## config.mk

```make
export PLATFORM = sky130hd
export DESIGN_NAME = ipl_prio_regs
export DESIGN_NICKNAME = d
export VERILOG_FILES = /design/src/design/ipl_pkg.sv /design/src/design/ipl_prio_regs.sv /design/src/design/ipl_field_reg.sv /design/src/design/ipl_level_dec.sv
export SDC_FILE = /design/constraint.sdc
export NUM_CORES = 1
export LEC_CHECK = 0
export ABC_CLOCK_PERIOD_IN_PS = 1600
export BUFFER_PORTS_ARGS = -buffer_cell sky130_fd_sc_hd__buf_4
export CORE_ASPECT_RATIO = 0.75
export CORE_UTILIZATION = 46
export CTS_CLUSTER_DIAMETER = 40
export DETAILED_ROUTE_END_ITERATION = 16
export PLACE_DENSITY = 0.81
export SYNTH_ARGS = -nofsm -noshare
export SYNTH_HDL_FRONTEND = slang
export SYNTH_SLANG_ARGS = --single-unit
```

## constraint.sdc

```tcl
create_clock -name clk_sys -period 1.6 [get_ports clk_sys]
set_input_delay 0.08 -clock clk_sys [delete_from_list [all_inputs] [get_ports clk_sys]]
set_output_delay 0.08 -clock clk_sys [all_outputs]
set_load 0.02 [all_outputs]
```

## src/design/ipl_pkg.sv

```systemverilog
// Shared constants for the interrupt priority level register block
package ipl_pkg;

   ////////////////////////////////////////////////////////////////////////
   // Bus and field widths
   localparam int ADDR_W  = 4;
   localparam int DATA_W  = 16;
   localparam int LVL_W   = 2;
   localparam int NUM_FLD = 26;

   typedef logic [LVL_W-1:0] ipl_level_t;

   ////////////////////////////////////////////////////////////////////////
   // Register offsets (word index on the register port)
   localparam logic [ADDR_W-1:0] OFF_FIVE  = 4'h5;
   localparam logic [ADDR_W-1:0] OFF_SIX   = 4'h6;
   localparam logic [ADDR_W-1:0] OFF_SEVEN = 4'h7;
   localparam logic [ADDR_W-1:0] OFF_EIGHT = 4'h8;

   // Reset values and implemented-bit masks
   localparam logic [DATA_W-1:0] RST_WORD   = 16'h0000;
   localparam logic [DATA_W-1:0] MASK_FIVE  = 16'h033F;
   localparam logic [DATA_W-1:0] MASK_SIX   = 16'hFFCF;
   localparam logic [DATA_W-1:0] MASK_SEVEN = 16'hFFFF;
   localparam logic [DATA_W-1:0] MASK_EIGHT = 16'hF3FF;

   ////////////////////////////////////////////////////////////////////////
   // Level encodings
   localparam ipl_level_t LVL_OFF = 2'h0;
   localparam ipl_level_t LVL_0   = 2'h1;
   localparam ipl_level_t LVL_1   = 2'h2;
   localparam ipl_level_t LVL_2   = 2'h3;
   localparam ipl_level_t RST_LVL = 2'h0;

   ////////////////////////////////////////////////////////////////////////
   // Field indices
   localparam int F_S1_RXERR = 0, F_S1_TIDLE = 1, F_S1_TXEMP = 2, F_SPI0_TXE = 3;
   localparam int F_TC0 = 4, F_TD3 = 5, F_TD2 = 6, F_TD1 = 7, F_TD0 = 8;
   localparam int F_DEC0_IDX = 9, F_DEC0_HOME = 10;
   localparam int F_TA0 = 11, F_TB3 = 12, F_TB2 = 13, F_TB1 = 14, F_TB0 = 15;
   localparam int F_TC3 = 16, F_TC2 = 17, F_TC1 = 18;
   localparam int F_S0_RXFUL = 19, F_S0_RXERR = 20, F_S0_TIDLE = 21, F_S0_TXEMP = 22;
   localparam int F_TA3 = 23, F_TA2 = 24, F_TA1 = 25;

   // Register holding each field, and its low bit
   localparam logic [ADDR_W-1:0] FLD_OFF [0:NUM_FLD-1] = '{
      4'h5, 4'h5, 4'h5, 4'h5,
      4'h6, 4'h6, 4'h6, 4'h6, 4'h6, 4'h6, 4'h6,
      4'h7, 4'h7, 4'h7, 4'h7, 4'h7, 4'h7, 4'h7, 4'h7,
      4'h8, 4'h8, 4'h8, 4'h8, 4'h8, 4'h8, 4'h8};
   localparam int FLD_LSB [0:NUM_FLD-1] = '{
      8, 4, 2, 0,
      14, 12, 10, 8, 6, 2, 0,
      14, 12, 10, 8, 6, 4, 2, 0,
      14, 12, 8, 6, 4, 2, 0};

endpackage : ipl_pkg

```

## src/design/ipl_prio_regs.sv

```systemverilog
// Priority level registers five to eight with per-source level outputs
//
// Strobed register access was left to the implementer.
`timescale 1ns/1ps
// Function
// - Field codes: off, level 0, 1, 2
// - Every field resets to disabled
// - Reserved bits read zero, ignore writes
// - Register five field placement
// - Register six field placement
// - Decoder home field shared with watchdog
// - Register seven field placement
// - Register eight upper field placement
// - Register eight lower field placement
module ipl_prio_regs
   import ipl_pkg::*;
(
   input  wire logic                         clk_sys,
   input  wire logic                         rstn,
   input  wire logic [ipl_pkg::ADDR_W-1:0]   reg_addr,
   input  wire logic [ipl_pkg::DATA_W-1:0]   reg_wdata,
   input  wire logic                         reg_wr,
   input  wire logic                         reg_rd,
   output logic [ipl_pkg::DATA_W-1:0]        reg_rdata,
   output ipl_pkg::ipl_level_t               serial1_rx_error_level,
   output ipl_pkg::ipl_level_t               serial1_tx_idle_level,
   output ipl_pkg::ipl_level_t               serial1_tx_empty_level,
   output ipl_pkg::ipl_level_t               spi_port0_tx_empty_level,
   output ipl_pkg::ipl_level_t               timer_c_ch0_level,
   output ipl_pkg::ipl_level_t               timer_d_ch3_level,
   output ipl_pkg::ipl_level_t               timer_d_ch2_level,
   output ipl_pkg::ipl_level_t               timer_d_ch1_level,
   output ipl_pkg::ipl_level_t               timer_d_ch0_level,
   output ipl_pkg::ipl_level_t               decoder0_index_level,
   output ipl_pkg::ipl_level_t               decoder0_home_level,
   output ipl_pkg::ipl_level_t               decoder0_watchdog_level,
   output ipl_pkg::ipl_level_t               timer_a_ch0_level,
   output ipl_pkg::ipl_level_t               timer_b_ch3_level,
   output ipl_pkg::ipl_level_t               timer_b_ch2_level,
   output ipl_pkg::ipl_level_t               timer_b_ch1_level,
   output ipl_pkg::ipl_level_t               timer_b_ch0_level,
   output ipl_pkg::ipl_level_t               timer_c_ch3_level,
   output ipl_pkg::ipl_level_t               timer_c_ch2_level,
   output ipl_pkg::ipl_level_t               timer_c_ch1_level,
   output ipl_pkg::ipl_level_t               serial0_rx_full_level,
   output ipl_pkg::ipl_level_t               serial0_rx_error_level,
   output ipl_pkg::ipl_level_t               serial0_tx_idle_level,
   output ipl_pkg::ipl_level_t               serial0_tx_empty_level,
   output ipl_pkg::ipl_level_t               timer_a_ch3_level,
   output ipl_pkg::ipl_level_t               timer_a_ch2_level,
   output ipl_pkg::ipl_level_t               timer_a_ch1_level,
   output logic [ipl_pkg::NUM_FLD-1:0]       src_enabled,
   output logic [2*ipl_pkg::NUM_FLD-1:0]     src_rank
);

   import ipl_pkg::*;

   ////////////////////////////////////////////////////////////////////////
   // Field storage and decode

   ipl_level_t              lvl [0:NUM_FLD-1];
   logic [DATA_W-1:0]       word_five;
   logic [DATA_W-1:0]       word_six;
   logic [DATA_W-1:0]       word_seven;
   logic [DATA_W-1:0]       word_eight;
   logic [DATA_W-1:0]       nxt_rdata;
   logic [DATA_W-1:0]       rdata_ff;

   genvar g;
   generate
      for (g = 0; g < NUM_FLD; g = g + 1)
      begin : gen_fld
         logic       fld_wr;
         ipl_level_t fld_rank;

         // Only the field's own bit pair is taken; reserved pairs have no storage
         assign fld_wr = reg_wr && (reg_addr == FLD_OFF[g]);

         ipl_field_reg u_fld (
            .clk_sys (clk_sys),
            .rstn    (rstn),
            .wr_en   (fld_wr),
            .wr_lvl  (reg_wdata[FLD_LSB[g] +: LVL_W]),
            .lvl_ff  (lvl[g])
         );

         ipl_level_dec u_dec (
            .lvl     (lvl[g]),
            .enabled (src_enabled[g]),
            .rank    (fld_rank)
         );

         assign src_rank[2*g +: 2] = fld_rank;
      end
   endgenerate

   ////////////////////////////////////////////////////////////////////////
   // Level outputs straight from the field flops

   assign serial1_rx_error_level   = lvl[F_S1_RXERR];
   assign serial1_tx_idle_level    = lvl[F_S1_TIDLE];
   assign serial1_tx_empty_level   = lvl[F_S1_TXEMP];
   assign spi_port0_tx_empty_level = lvl[F_SPI0_TXE];
   assign timer_c_ch0_level        = lvl[F_TC0];
   assign timer_d_ch3_level        = lvl[F_TD3];
   assign timer_d_ch2_level        = lvl[F_TD2];
   assign timer_d_ch1_level        = lvl[F_TD1];
   assign timer_d_ch0_level        = lvl[F_TD0];
   assign decoder0_index_level     = lvl[F_DEC0_IDX];
   // Home transition and watchdog timeout share one field
   assign decoder0_home_level      = lvl[F_DEC0_HOME];
   assign decoder0_watchdog_level  = lvl[F_DEC0_HOME];
   assign timer_a_ch0_level        = lvl[F_TA0];
   assign timer_b_ch3_level        = lvl[F_TB3];
   assign timer_b_ch2_level        = lvl[F_TB2];
   assign timer_b_ch1_level        = lvl[F_TB1];
   assign timer_b_ch0_level        = lvl[F_TB0];
   assign timer_c_ch3_level        = lvl[F_TC3];
   assign timer_c_ch2_level        = lvl[F_TC2];
   assign timer_c_ch1_level        = lvl[F_TC1];
   assign serial0_rx_full_level    = lvl[F_S0_RXFUL];
   assign serial0_rx_error_level   = lvl[F_S0_RXERR];
   assign serial0_tx_idle_level    = lvl[F_S0_TIDLE];
   assign serial0_tx_empty_level   = lvl[F_S0_TXEMP];
   assign timer_a_ch3_level        = lvl[F_TA3];
   assign timer_a_ch2_level        = lvl[F_TA2];
   assign timer_a_ch1_level        = lvl[F_TA1];

   ////////////////////////////////////////////////////////////////////////
   // Read words; unimplemented pairs are constant zero

   assign word_five = {6'h00,
                       lvl[F_S1_RXERR],
                       2'h0,
                       lvl[F_S1_TIDLE],
                       lvl[F_S1_TXEMP],
                       lvl[F_SPI0_TXE]};

   assign word_six = {lvl[F_TC0],
                      lvl[F_TD3],
                      lvl[F_TD2],
                      lvl[F_TD1],
                      lvl[F_TD0],
                      2'h0,
                      lvl[F_DEC0_IDX],
                      lvl[F_DEC0_HOME]};

   assign word_seven = {lvl[F_TA0],
                        lvl[F_TB3],
                        lvl[F_TB2],
                        lvl[F_TB1],
                        lvl[F_TB0],
                        lvl[F_TC3],
                        lvl[F_TC2],
                        lvl[F_TC1]};

   assign word_eight = {lvl[F_S0_RXFUL],
                        lvl[F_S0_RXERR],
                        2'h0,
                        lvl[F_S0_TIDLE],
                        lvl[F_S0_TXEMP],
                        lvl[F_TA3],
                        lvl[F_TA2],
                        lvl[F_TA1]};

   ////////////////////////////////////////////////////////////////////////
   // Register port read path: data in the cycle after the strobe only

   always_comb
   begin
      nxt_rdata = RST_WORD;
      if (reg_addr == OFF_FIVE)
      begin
         nxt_rdata = word_five;
      end
      else if (reg_addr == OFF_SIX)
      begin
         nxt_rdata = word_six;
      end
      else if (reg_addr == OFF_SEVEN)
      begin
         nxt_rdata = word_seven;
      end
      else if (reg_addr == OFF_EIGHT)
      begin
         nxt_rdata = word_eight;
      end
   end

   always_ff @(posedge clk_sys)
   begin
      if (!rstn)
      begin
         rdata_ff <= RST_WORD;
      end
      else if (reg_rd)
      begin
         rdata_ff <= nxt_rdata;
      end
      else
      begin
         rdata_ff <= RST_WORD;
      end
   end

   assign reg_rdata = rdata_ff;

   ////////////////////////////////////////////////////////////////////////
   // Checks: previous-cycle bus capture for write checks and the read timing check

   logic [ADDR_W-1:0] chk_addr_ff;
   logic [DATA_W-1:0] chk_wdata_ff;
   logic              chk_wr_ff;
   logic              chk_rd_ff;

   always_ff @(posedge clk_sys)
   begin
      if (!rstn)
      begin
         chk_addr_ff  <= '0;
         chk_wdata_ff <= RST_WORD;
         chk_wr_ff    <= 1'b0;
         chk_rd_ff    <= 1'b0;
      end
      else
      begin
         chk_addr_ff  <= reg_addr;
         chk_wdata_ff <= reg_wdata;
         chk_wr_ff    <= reg_wr;
         chk_rd_ff    <= reg_rd;
      end
   end
endmodule : ipl_prio_regs

```

## src/design/ipl_field_reg.sv

```systemverilog
// One 2-bit priority level field with write enable
`timescale 1ns/1ps
module ipl_field_reg
   import ipl_pkg::*;
(
   input  wire logic          clk_sys,
   input  wire logic          rstn,
   input  wire logic          wr_en,
   input  wire ipl_pkg::ipl_level_t wr_lvl,
   output ipl_pkg::ipl_level_t lvl_ff
);

   import ipl_pkg::*;

   ////////////////////////////////////////////////////////////////////////
   // Field storage, cleared to disabled by reset
   always_ff @(posedge clk_sys)
   begin
      if (!rstn)
      begin
         lvl_ff <= RST_LVL;
      end
      else if (wr_en)
      begin
         lvl_ff <= wr_lvl;
      end
   end

endmodule : ipl_field_reg

```

## src/design/ipl_level_dec.sv

```systemverilog
// Splits a level field into enable and level rank
`timescale 1ns/1ps
module ipl_level_dec
   import ipl_pkg::*;
(
   input  ipl_pkg::ipl_level_t lvl,
   output logic                enabled,
   output ipl_pkg::ipl_level_t rank
);

   import ipl_pkg::*;

   ////////////////////////////////////////////////////////////////////////
   // Code 00 disables; 01..11 give rank 0..2, never above 2
   always_comb
   begin
      enabled = (lvl != LVL_OFF);
      rank    = LVL_OFF;
      if (lvl != LVL_OFF)
      begin
         rank = ipl_level_t'(lvl - LVL_0);
      end
   end

endmodule : ipl_level_dec

```

==> results of run 1 <==
-- routing by layer --
metal  vias up  GRT usage [%]  part of all wire (%)
met1      1562           30.8                    44
met5         -              0                     0
met2       130           39.4                    48
met4         0           4.93                  0.51
li1       1572              -                     -
met3         5           5.05                   7.3
-- power by group --
part / switching (mW) / internal, mW / leakage (nW)
sequential: 0.0251 / 1.71 / 0.549
combinational: 0.210 / 0.181 / 1.77
clock: 0.618 / 1.04 / 0.111
total: 0.854 / 2.93 / 2.43
-- metrics by stage --
stage	hold WS, ns	power (mW)	setup WS (ns)	util [%]
floorplan	0.215	2.00	0.449	-
global placement	0.342	2.16	0.177	64.6
detailed placement	0.354	2.16	0.122	64.6
CTS	0.00191	3.80	0.333	67.8
global route	0.0105	3.91	0.295	67.8
finish	0.0175	3.78	0.336	67.8
-- flip-flops by register name, indices dropped and copies added (netlist names) --
signal / flops
reg_rdata: 16
gen_fld.u_fld.lvl_ff: 52
-- kinds of logic after synthesis --
group           synth area share [%]
simple gates                    31.3
mux                             12.3
buf+inv                         8.52
flops                           38.8
compound gates                  9.09
-- worst max-delay path: cells and delay by family, from the launching register on --
kind	cells	cell delay [ns]
buffers and inverters	1	0.16
and+or+nand+nor	1	0.31
DFF	1	0.38
-- synthesized netlist by cell type (3+ instances only) --
cell	number	share of area, %
dfxtp_1	68	39
nor2b_1	66	12
mux2i_1	43	12
nand2_1	35	3.7
buf_4	29	6.2
and2_1	28	5.0
or2_2	26	4.6
nor3_1	14	2.0
a21boi_0	13	2.8
buf_2	8	1.1
clkbuf_1	7	0.75
a22o_1	6	1.5
a22oi_1	6	1.3
a32o_1	6	1.7
nand2b_1	6	1.1
nor2_1	5	0.54
nand3_1	4	0.57
a2bb2oi_1	3	0.75
-- how the worst min path moves through the flow --
stage               slack (ns)                          end
finish                    0.02   gen_fld[6].u_fld.lvl_ff[1]
global route              0.01  gen_fld[23].u_fld.lvl_ff[0]
CTS                      0.002  gen_fld[13].u_fld.lvl_ff[0]
detailed placement        0.35  gen_fld[22].u_fld.lvl_ff[0]
global placement          0.34  gen_fld[13].u_fld.lvl_ff[0]
floorplan                 0.21  gen_fld[22].u_fld.lvl_ff[0]
-- final cells by class --
type                       instances  area, um^2
sequential                        68        1360
fill                             620        2370
multi-input combinational        274        1860
clock buffer                      12         135
clock inverter                     4        97.6
timing repair buffer             186        1410
tap                              101         126
==> impl_results.md, run 1 <==
* Cell count of the worst reg-to-reg path at 4
* Number of global-route vias before repair at 2876
* Peak supply drop at 671 uV
* Area grow syn2layout at 42.2%
* Final Instance Area at ~0.005 mm^2
* Drt pass-1 iters at 4
* DRC Markers at 0
* Max cap viols at 0
* Worst setup EP type: output pin
* CP Capture Point: src_enabled[11]
* DIE WIDTH at 103 um
* Seq/Total Area, Yosys at 38.8%
* Worst setup SP type: register
* HP Class: in -> reg
* Ant diodes at 0
* Worst reg2reg path endpoint: reg_rdata[3]
* Via count at 3269
* Layout cells sized above 1 at ~42%
* Row cnt at 27
* Hold Crit Depth at 3
* Final net count at 563
* Post-synthesis register bit count at 68
* Final worst path period need at between 1 and 1.5 ns
* Synthesized Nets at 412
* Gp weighted congestion at 0.811
* Grt total ovfl at 0
* Slew headroom at 67.8%
* CTS tree: done
* Synth Area per Inst at 9.04 um^2
* Placed cell count at 629
* Mapped Area at 0.00351 mm^2
* Commonest non-fill, non-tap cell in the layout: buf_4
* R2R Setup Slk at 0.52 ns
* Total setup buffers inserted after CTS at 0
* Clock skew at 0.00599 ns
* Fin. max-slew vios at 0
* # H-tree levels at 3
* Cts bufs inserted at 9
* DP Wirelength at 7050 um
* Total global-route track usage at 23.5%
* Routed wire per std cell at between 10 and 15 um
* Final period util at 79.0%
* Status: completed
* Synth Flop Type: dfxtp_1
* Vias per Instance at roughly 5.1
* Crit path largest cell delay at 0.38 ns
* CP startpoint: gen_fld[11].u_fld.lvl_ff[0]
* Final wirelength at ~9600 um
* Most frequent cells in the layout: 185 x buf_4, 68 x dfxtp_1, 66 x nor2b_1
* CTS clk-pin slew, worst paths at ~0.070 ns
* ANT nets after route at 0
* Initial DRC Count at 103
* Die Height at about 78 um
* Crit-path cells: or2_2, buf_4
* Initial antenna violation count at 0
* Yosys warnings at 0
* I/O Buffers at 171
* Crit Path Max Fanout at 6
* Fmax at 791 MHz
* Number of distinct library cells after synthesis at 30
* LEAKAGE at 2.43 nW
* FFs w/ async S/R, synth at 0%
* Largest net degree at the start of global routing at 53
* Hold_sp: reg_wdata[11]
* Pwr Density at ~760 mW/mm^2
* Slowest cell on the critical path: dfxtp_1
* CP arrival at roughly 1.2 ns
* Mapped Cells at 388
* First-pass GRT wire length at 14500 um
* Setup TNS at 0 ns
* Initial Util at 47.6%
* Clock Path Buffers at 2
* Unrepaired setup endpoints after global routing: false
* Ports at 172
* Final Hold Fails at 0
* CP required at around 1.5 ns
* CTS Hold Bufs at 0
* Final std cells w/o fill at between 600 and 700
* Core ar. at 0.00736 mm^2
* CTS sink count at slightly below 70
* Post-synth EDFFs at 0
* Root Buffer: clkbuf_8
* Crit Path Class: reg -> out
* Area of placed instances at 0.00476 mm^2
* Post_cts resized at 0
* Clk Latency, worst-skew pair at 0.33 ns
* R2R Path Start: gen_fld[17].u_fld.lvl_ff[1]
* Final setup vio count at 0
* Area of the die at 0.00798 mm^2
* Worst-margin pin slew at 0.482 ns
(Power assumes the default switching activity.)
==> run 2, diff against run 1 <==
--- a/config.mk
+++ b/config.mk
@@ -5,7 +5,7 @@
 export SDC_FILE = /design/constraint.sdc
 export NUM_CORES = 1
 export LEC_CHECK = 0
-export ABC_CLOCK_PERIOD_IN_PS = 1600
+export ABC_CLOCK_PERIOD_IN_PS = 1200
 export BUFFER_PORTS_ARGS = -buffer_cell sky130_fd_sc_hd__buf_4
 export CORE_ASPECT_RATIO = 0.75
 export CORE_UTILIZATION = 46
==> constraint.sdc (replaced) <==
create_clock -name clk_sys -period 1.2 [get_ports clk_sys]
set_input_delay 0.06 -clock clk_sys [delete_from_list [all_inputs] [get_ports clk_sys]]
set_output_delay 0.06 -clock clk_sys [all_outputs]
set_load 0.02 [all_outputs]
==> impl_results.md, run 2 (synthesis results as in run 1) <==
* Ant diodes at 0
* Core ar. at around 0.0074 mm^2
* DIE WIDTH at a little over 100 um
* Row cnt at 27
* Status: completed
* Placement Setup Slack at -0.0740 ns
* Fin. max-slew vios at 0
* Grt total ovfl at 0
* Final wirelength at 10900 um
* CP required at between 1 and 1.5 ns
* Worst-margin pin slew at 0.521 ns
* Layout cells sized above 1 at 55.0%
* Total global-route track usage at 26.1%
* Initial antenna violation count at 0
* Commonest non-fill, non-tap cell in the layout: buf_4
* Clock Path Buffers at 2
* Max cap viols at 0
* Drt pass-1 iters at 4
* Slew headroom at ~65%
* Fmax at 846 MHz
* Setup TNS at 0 ns
* Root Buffer: clkbuf_8
* Area grow syn2layout at 62.6%
* Final Instance Area at about 0.0057 mm^2
* CTS tree: done
* Crit-path cells: or2_2, buf_4
* Worst setup SP type: register
* Area of the die at 0.00798 mm^2
* Biggest register: gen_fld.u_fld.lvl_ff
* Area of placed instances at a little under 0.005 mm^2
* HP Class: in -> reg
* CTS sink count at 68
* Final net count at 612
* DP Wirelength at 7250 um
* Number of global-route vias before repair at 3279
* Via count at between 3000 and 4000
* Total power at 5.06 mW
* Slowest cell on the critical path: dfxtp_2
* Vias per Instance at approximately 5.1
* Crit Path Max Fanout at 6
* Final setup vio count at 0
* Peak supply drop at 731 uV
* Worst setup EP type: output pin
* DRC Markers at 0
* Initial Util at 47.6%
* Cts bufs inserted at 9
* Final period util at ~100%
* Ports at about 170
* Routed wire per std cell at 15.7 um
* Gp weighted congestion at 0.805
* Final Hold Fails at 0
* First-pass GRT wire length at 16200 um
* Post-route worst setup slack at roughly 0.017 ns
* Crit Path Class: reg -> out
* CTS clk-pin slew, worst paths at 0.07 ns
* LEAKAGE at around 2.7 nW
* Clk Latency, worst-skew pair at 0.34 ns
* CP arrival at 1.12 ns
* Max reg flops at 52
* Pwr Density at between 800 and 900 mW/mm^2
* Largest net degree at the start of global routing at 33
* Most frequent cells in the layout: 191 x buf_4, 63 x nor2b_1, 43 x mux2i_1
* Clock skew at roughly 0.0081 ns
* Initial DRC Count at 206
* Unrepaired setup endpoints after global routing: true
* Crit path largest cell delay at 0.35 ns
* # H-tree levels at 3
* Final worst path period need at 1.18 ns
* I/O Buffers at 171
* Die Height at just under 80 um
* ANT nets after route at 0
run 2: cell types whose count changed in the layout (fill, tap and decap cells not counted), moves of 6 or more:
cell / previous run / this run
dfxtp_4: 0 / 23
buf_6: 0 / 33
dfxtp_1: 68 / 17
dlygate4sd3_1: 0 / 10
or2_4: 0 / 22
buf_4: 185 / 191
or2_2: 26 / 4
dfxtp_2: 0 / 28
run 2: final cells by class:
type / count / area (um^2)
clock inverters: 3 / 67.6
well taps: 101 / 126
clock buffers: 13 / 169
fillers: 491 / 1660
flip-flops and latches: 68 / 1480
repair buffers: 235 / 1930
multi-input cells: 274 / 1930
run 2: worst max-delay path: cells and delay by family (launching register included):
kind / cells / cell delay, ns
buf+inv: 1 / 0.16
flops: 1 / 0.35
simple gates: 1 / 0.29
run 2: stage by stage:
stage | cells | hold WS, ns | util (%)
2_1_floorplan | 388 | 0.195 | -
3_3_place_gp | 637 | 0.326 | 65.4
3_5_place_dp | 637 | 0.335 | 65.4
4_1_cts | 692 | 0.000316 | 74.9
5_1_grt | 694 | 0.00326 | 77.5
6_report | 694 | 0.00943 | 77.5
run 2: what timing repair did:
action / CTS / global route
endpoints found under the setup margin: 26 / 37
endpoints found under the hold margin: 12 / 1
hold buffers: 9 / 1
setup buffers: 30 / 4
gates resized for setup: 74 / 62
run 2: metal layers:
layer / wire [um] / up-vias / global-route usage (%)
met4: 145 / 0 / 7.32
met3: 755 / 16 / 5.77
met1: 4680 / 1679 / 33.4
met5: 0 / - / 0
li1: - / 1678 / -
met2: 5330 / 152 / 44.1
run 2: worst paths after layout:
| check | startpoint | end | slack (ns) | cells past startpoint |
|---|---|---|---|---|
| max | gen_fld[3].u_fld.lvl_ff[1] | src_enabled[3] | 0.02 | 2 |
| min | reg_wdata[12] | gen_fld[5].u_fld.lvl_ff[0] | 0.009 | 3 |
| max reg2reg | gen_fld[14].u_fld.lvl_ff[1] | reg_rdata[9] | 0.05 | 5 |
| min reg2reg | gen_fld[23].u_fld.lvl_ff[0] | gen_fld[23].u_fld.lvl_ff[0] | 0.51 | 2 |
run 2: where the power goes:
part | internal, mW | switching (mW) | total, mW
registers | 2.24 | 0.0309 | 2.27
clock network | 1.34 | 0.824 | 2.17
logic | 0.314 | 0.309 | 0.623
total | 3.89 | 1.16 | 5.06
==> run 3, diff against run 2 <==
--- a/config.mk
+++ b/config.mk
@@ -8,10 +8,11 @@
 export ABC_CLOCK_PERIOD_IN_PS = 1200
 export BUFFER_PORTS_ARGS = -buffer_cell sky130_fd_sc_hd__buf_4
 export CORE_ASPECT_RATIO = 0.75
+export CORE_MARGIN = 2
 export CORE_UTILIZATION = 46
 export CTS_CLUSTER_DIAMETER = 40
 export DETAILED_ROUTE_END_ITERATION = 16
-export PLACE_DENSITY = 0.81
+export PLACE_DENSITY = 0.79
 export SYNTH_ARGS = -nofsm -noshare
 export SYNTH_HDL_FRONTEND = slang
 export SYNTH_SLANG_ARGS = --single-unit
==> impl_results.md, run 3 (synthesis results as in run 1) <==
* Initial Util at 47.6%
* Drt pass-1 iters at 4
* Pwr Density at 786 mW/mm^2
* Max cap viols at 0
* CTS tree: done
* Peak supply drop at 586 uV
* Crit Path Class: reg -> out
* Cts bufs inserted at 9
* ANT nets after route at 0
* # H-tree levels at 3
* LEAKAGE at 2.70 nW
* Clock Path Buffers at 2
* CP required at 1.14 ns
* Slew headroom at 65.4%
* DP Wirelength at roughly 7600 um
* DIE WIDTH at 105 um
* Gp weighted congestion at approximately 0.80
* Biggest register: gen_fld.u_fld.lvl_ff
* Setup TNS at -0.00163 ns
* CTS clk-pin slew, worst paths at 0.06 ns
* Worst setup SP type: register
* Fmax at 832 MHz
* Vias per Instance at 5.00
* Crit Path Max Fanout at 4
* Commonest non-fill, non-tap cell in the layout: buf_4
* Row cnt at 27
* Root Buffer: clkbuf_8
* Fin. max-slew vios at 0
* DRC Markers at 0
* Placement Setup Slack at -0.0975 ns
* Worst setup EP type: output pin
* Area grow syn2layout at 60.4%
* Largest net degree at the start of global routing at 41
* CP arrival at 1.14 ns
* Post-route worst setup slack at -0.00163 ns
* Area of the multi-input gates at 0.00192 mm^2
* CTS sink count at 68
* Number of global-route vias before repair at 3133
* Core ar. at 0.00736 mm^2
* Initial DRC Count at 204
* Final worst path period need at 1.20 ns
* First-pass GRT wire length at 15900 um
* Failing checks: setup timing
* Final period util at 100%
* Die Height at 79.6 um
* Sequential cell area at 0.00149 mm^2
* Area of the die at 0.00835 mm^2
* Total global-route track usage at 24.2%
* Ports at 172
* Final setup vio count at 1
* HP Class: in -> reg
* Via count at 3486
* Status: complete, but fails checks
* Final net count at 616
* Final Hold Fails at 0
* Max reg flops at 52
* Worst-margin pin slew at 0.519 ns
* Layout cells sized above 1 at 55.2%
* Grt total ovfl at 0
* Clock skew at 0.00479 ns
* Clk Latency, worst-skew pair at 0.33 ns
* Ant diodes at 0
* Most frequent cells in the layout: 201 x buf_4, 63 x nor2b_1, 43 x mux2i_1
* Initial antenna violation count at 0
* Routed wire per std cell at 15.6 um
* # fillers at 515
* I/O Buffers at around 170
* Final wirelength at around 11000 um
-- run 3: final timing paths --
check | start | cells after the start | slack (ns) | end
hold reg to reg | gen_fld[22].u_fld.lvl_ff[0] | 2 | 0.50 | gen_fld[22].u_fld.lvl_ff[0]
setup / recovery | gen_fld[12].u_fld.lvl_ff[0] | 3 | -0.002 | src_rank[24]
setup reg to reg | gen_fld[18].u_fld.lvl_ff[1] | 5 | 0.04 | reg_rdata[1]
hold / removal | reg_wdata[4] | 3 | 0.004 | gen_fld[23].u_fld.lvl_ff[0]
-- run 3: power breakdown --
part | total (mW) | internal (mW) | switching, mW
combinational | 0.625 | 0.316 | 0.308
sequential | 2.26 | 2.23 | 0.0301
clock | 1.54 | 0.730 | 0.805
-- run 3: stage by stage --
step	power (mW)	area, um^2	instances	hold WS, ns	util (%)
3_3_place_gp	2.90	4850	642	0.327	65.9
6_report	4.42	5630	697	0.00433	76.4
2_1_floorplan	2.66	3510	388	0.195	-
4_1_cts	4.42	5270	678	0.00521	71.5
5_1_grt	4.58	5630	697	0.00894	76.4
3_5_place_dp	2.91	4850	642	0.333	65.9
-- run 3: cell type report --
class                   count  share of cell area, %
multi-input cells         274                   34.1
clock buffers              12                   2.40
flip-flops and latches     68                   26.6
well taps                 101                   2.25
repair buffers            239                   34.4
clock inverters             3                  0.267
-- run 3: per-layer routing --
metal	routed length (um)	vias up	part of all wire [%]	GRT usage [%]
met4	193	0	1.8	9.20
met5	0	-	0	0
li1	-	1682	-	-
met3	904	18	8.3	6.86
met1	4660	1624	43	30.9
met2	5090	162	47	39.1
-- run 3: repair_timing --
| action | 4_1_cts | 5_1_grt |
|---|---|---|
| endpoints found under the setup margin | 26 | 30 |
| hold buffers | 8 | 0 |
| gates resized for setup | 50 | 81 |
| setup buffers | 14 | 19 |
| endpoints found under the hold margin | 10 | 0 |
| pin swaps | 0 | 0 |
-- run 3: critical path, stage by stage (launching register included) --
cell     delay (ns)
dfxtp_4        0.35
buf_4          0.13
nor2b_1        0.16
buf_4          0.17
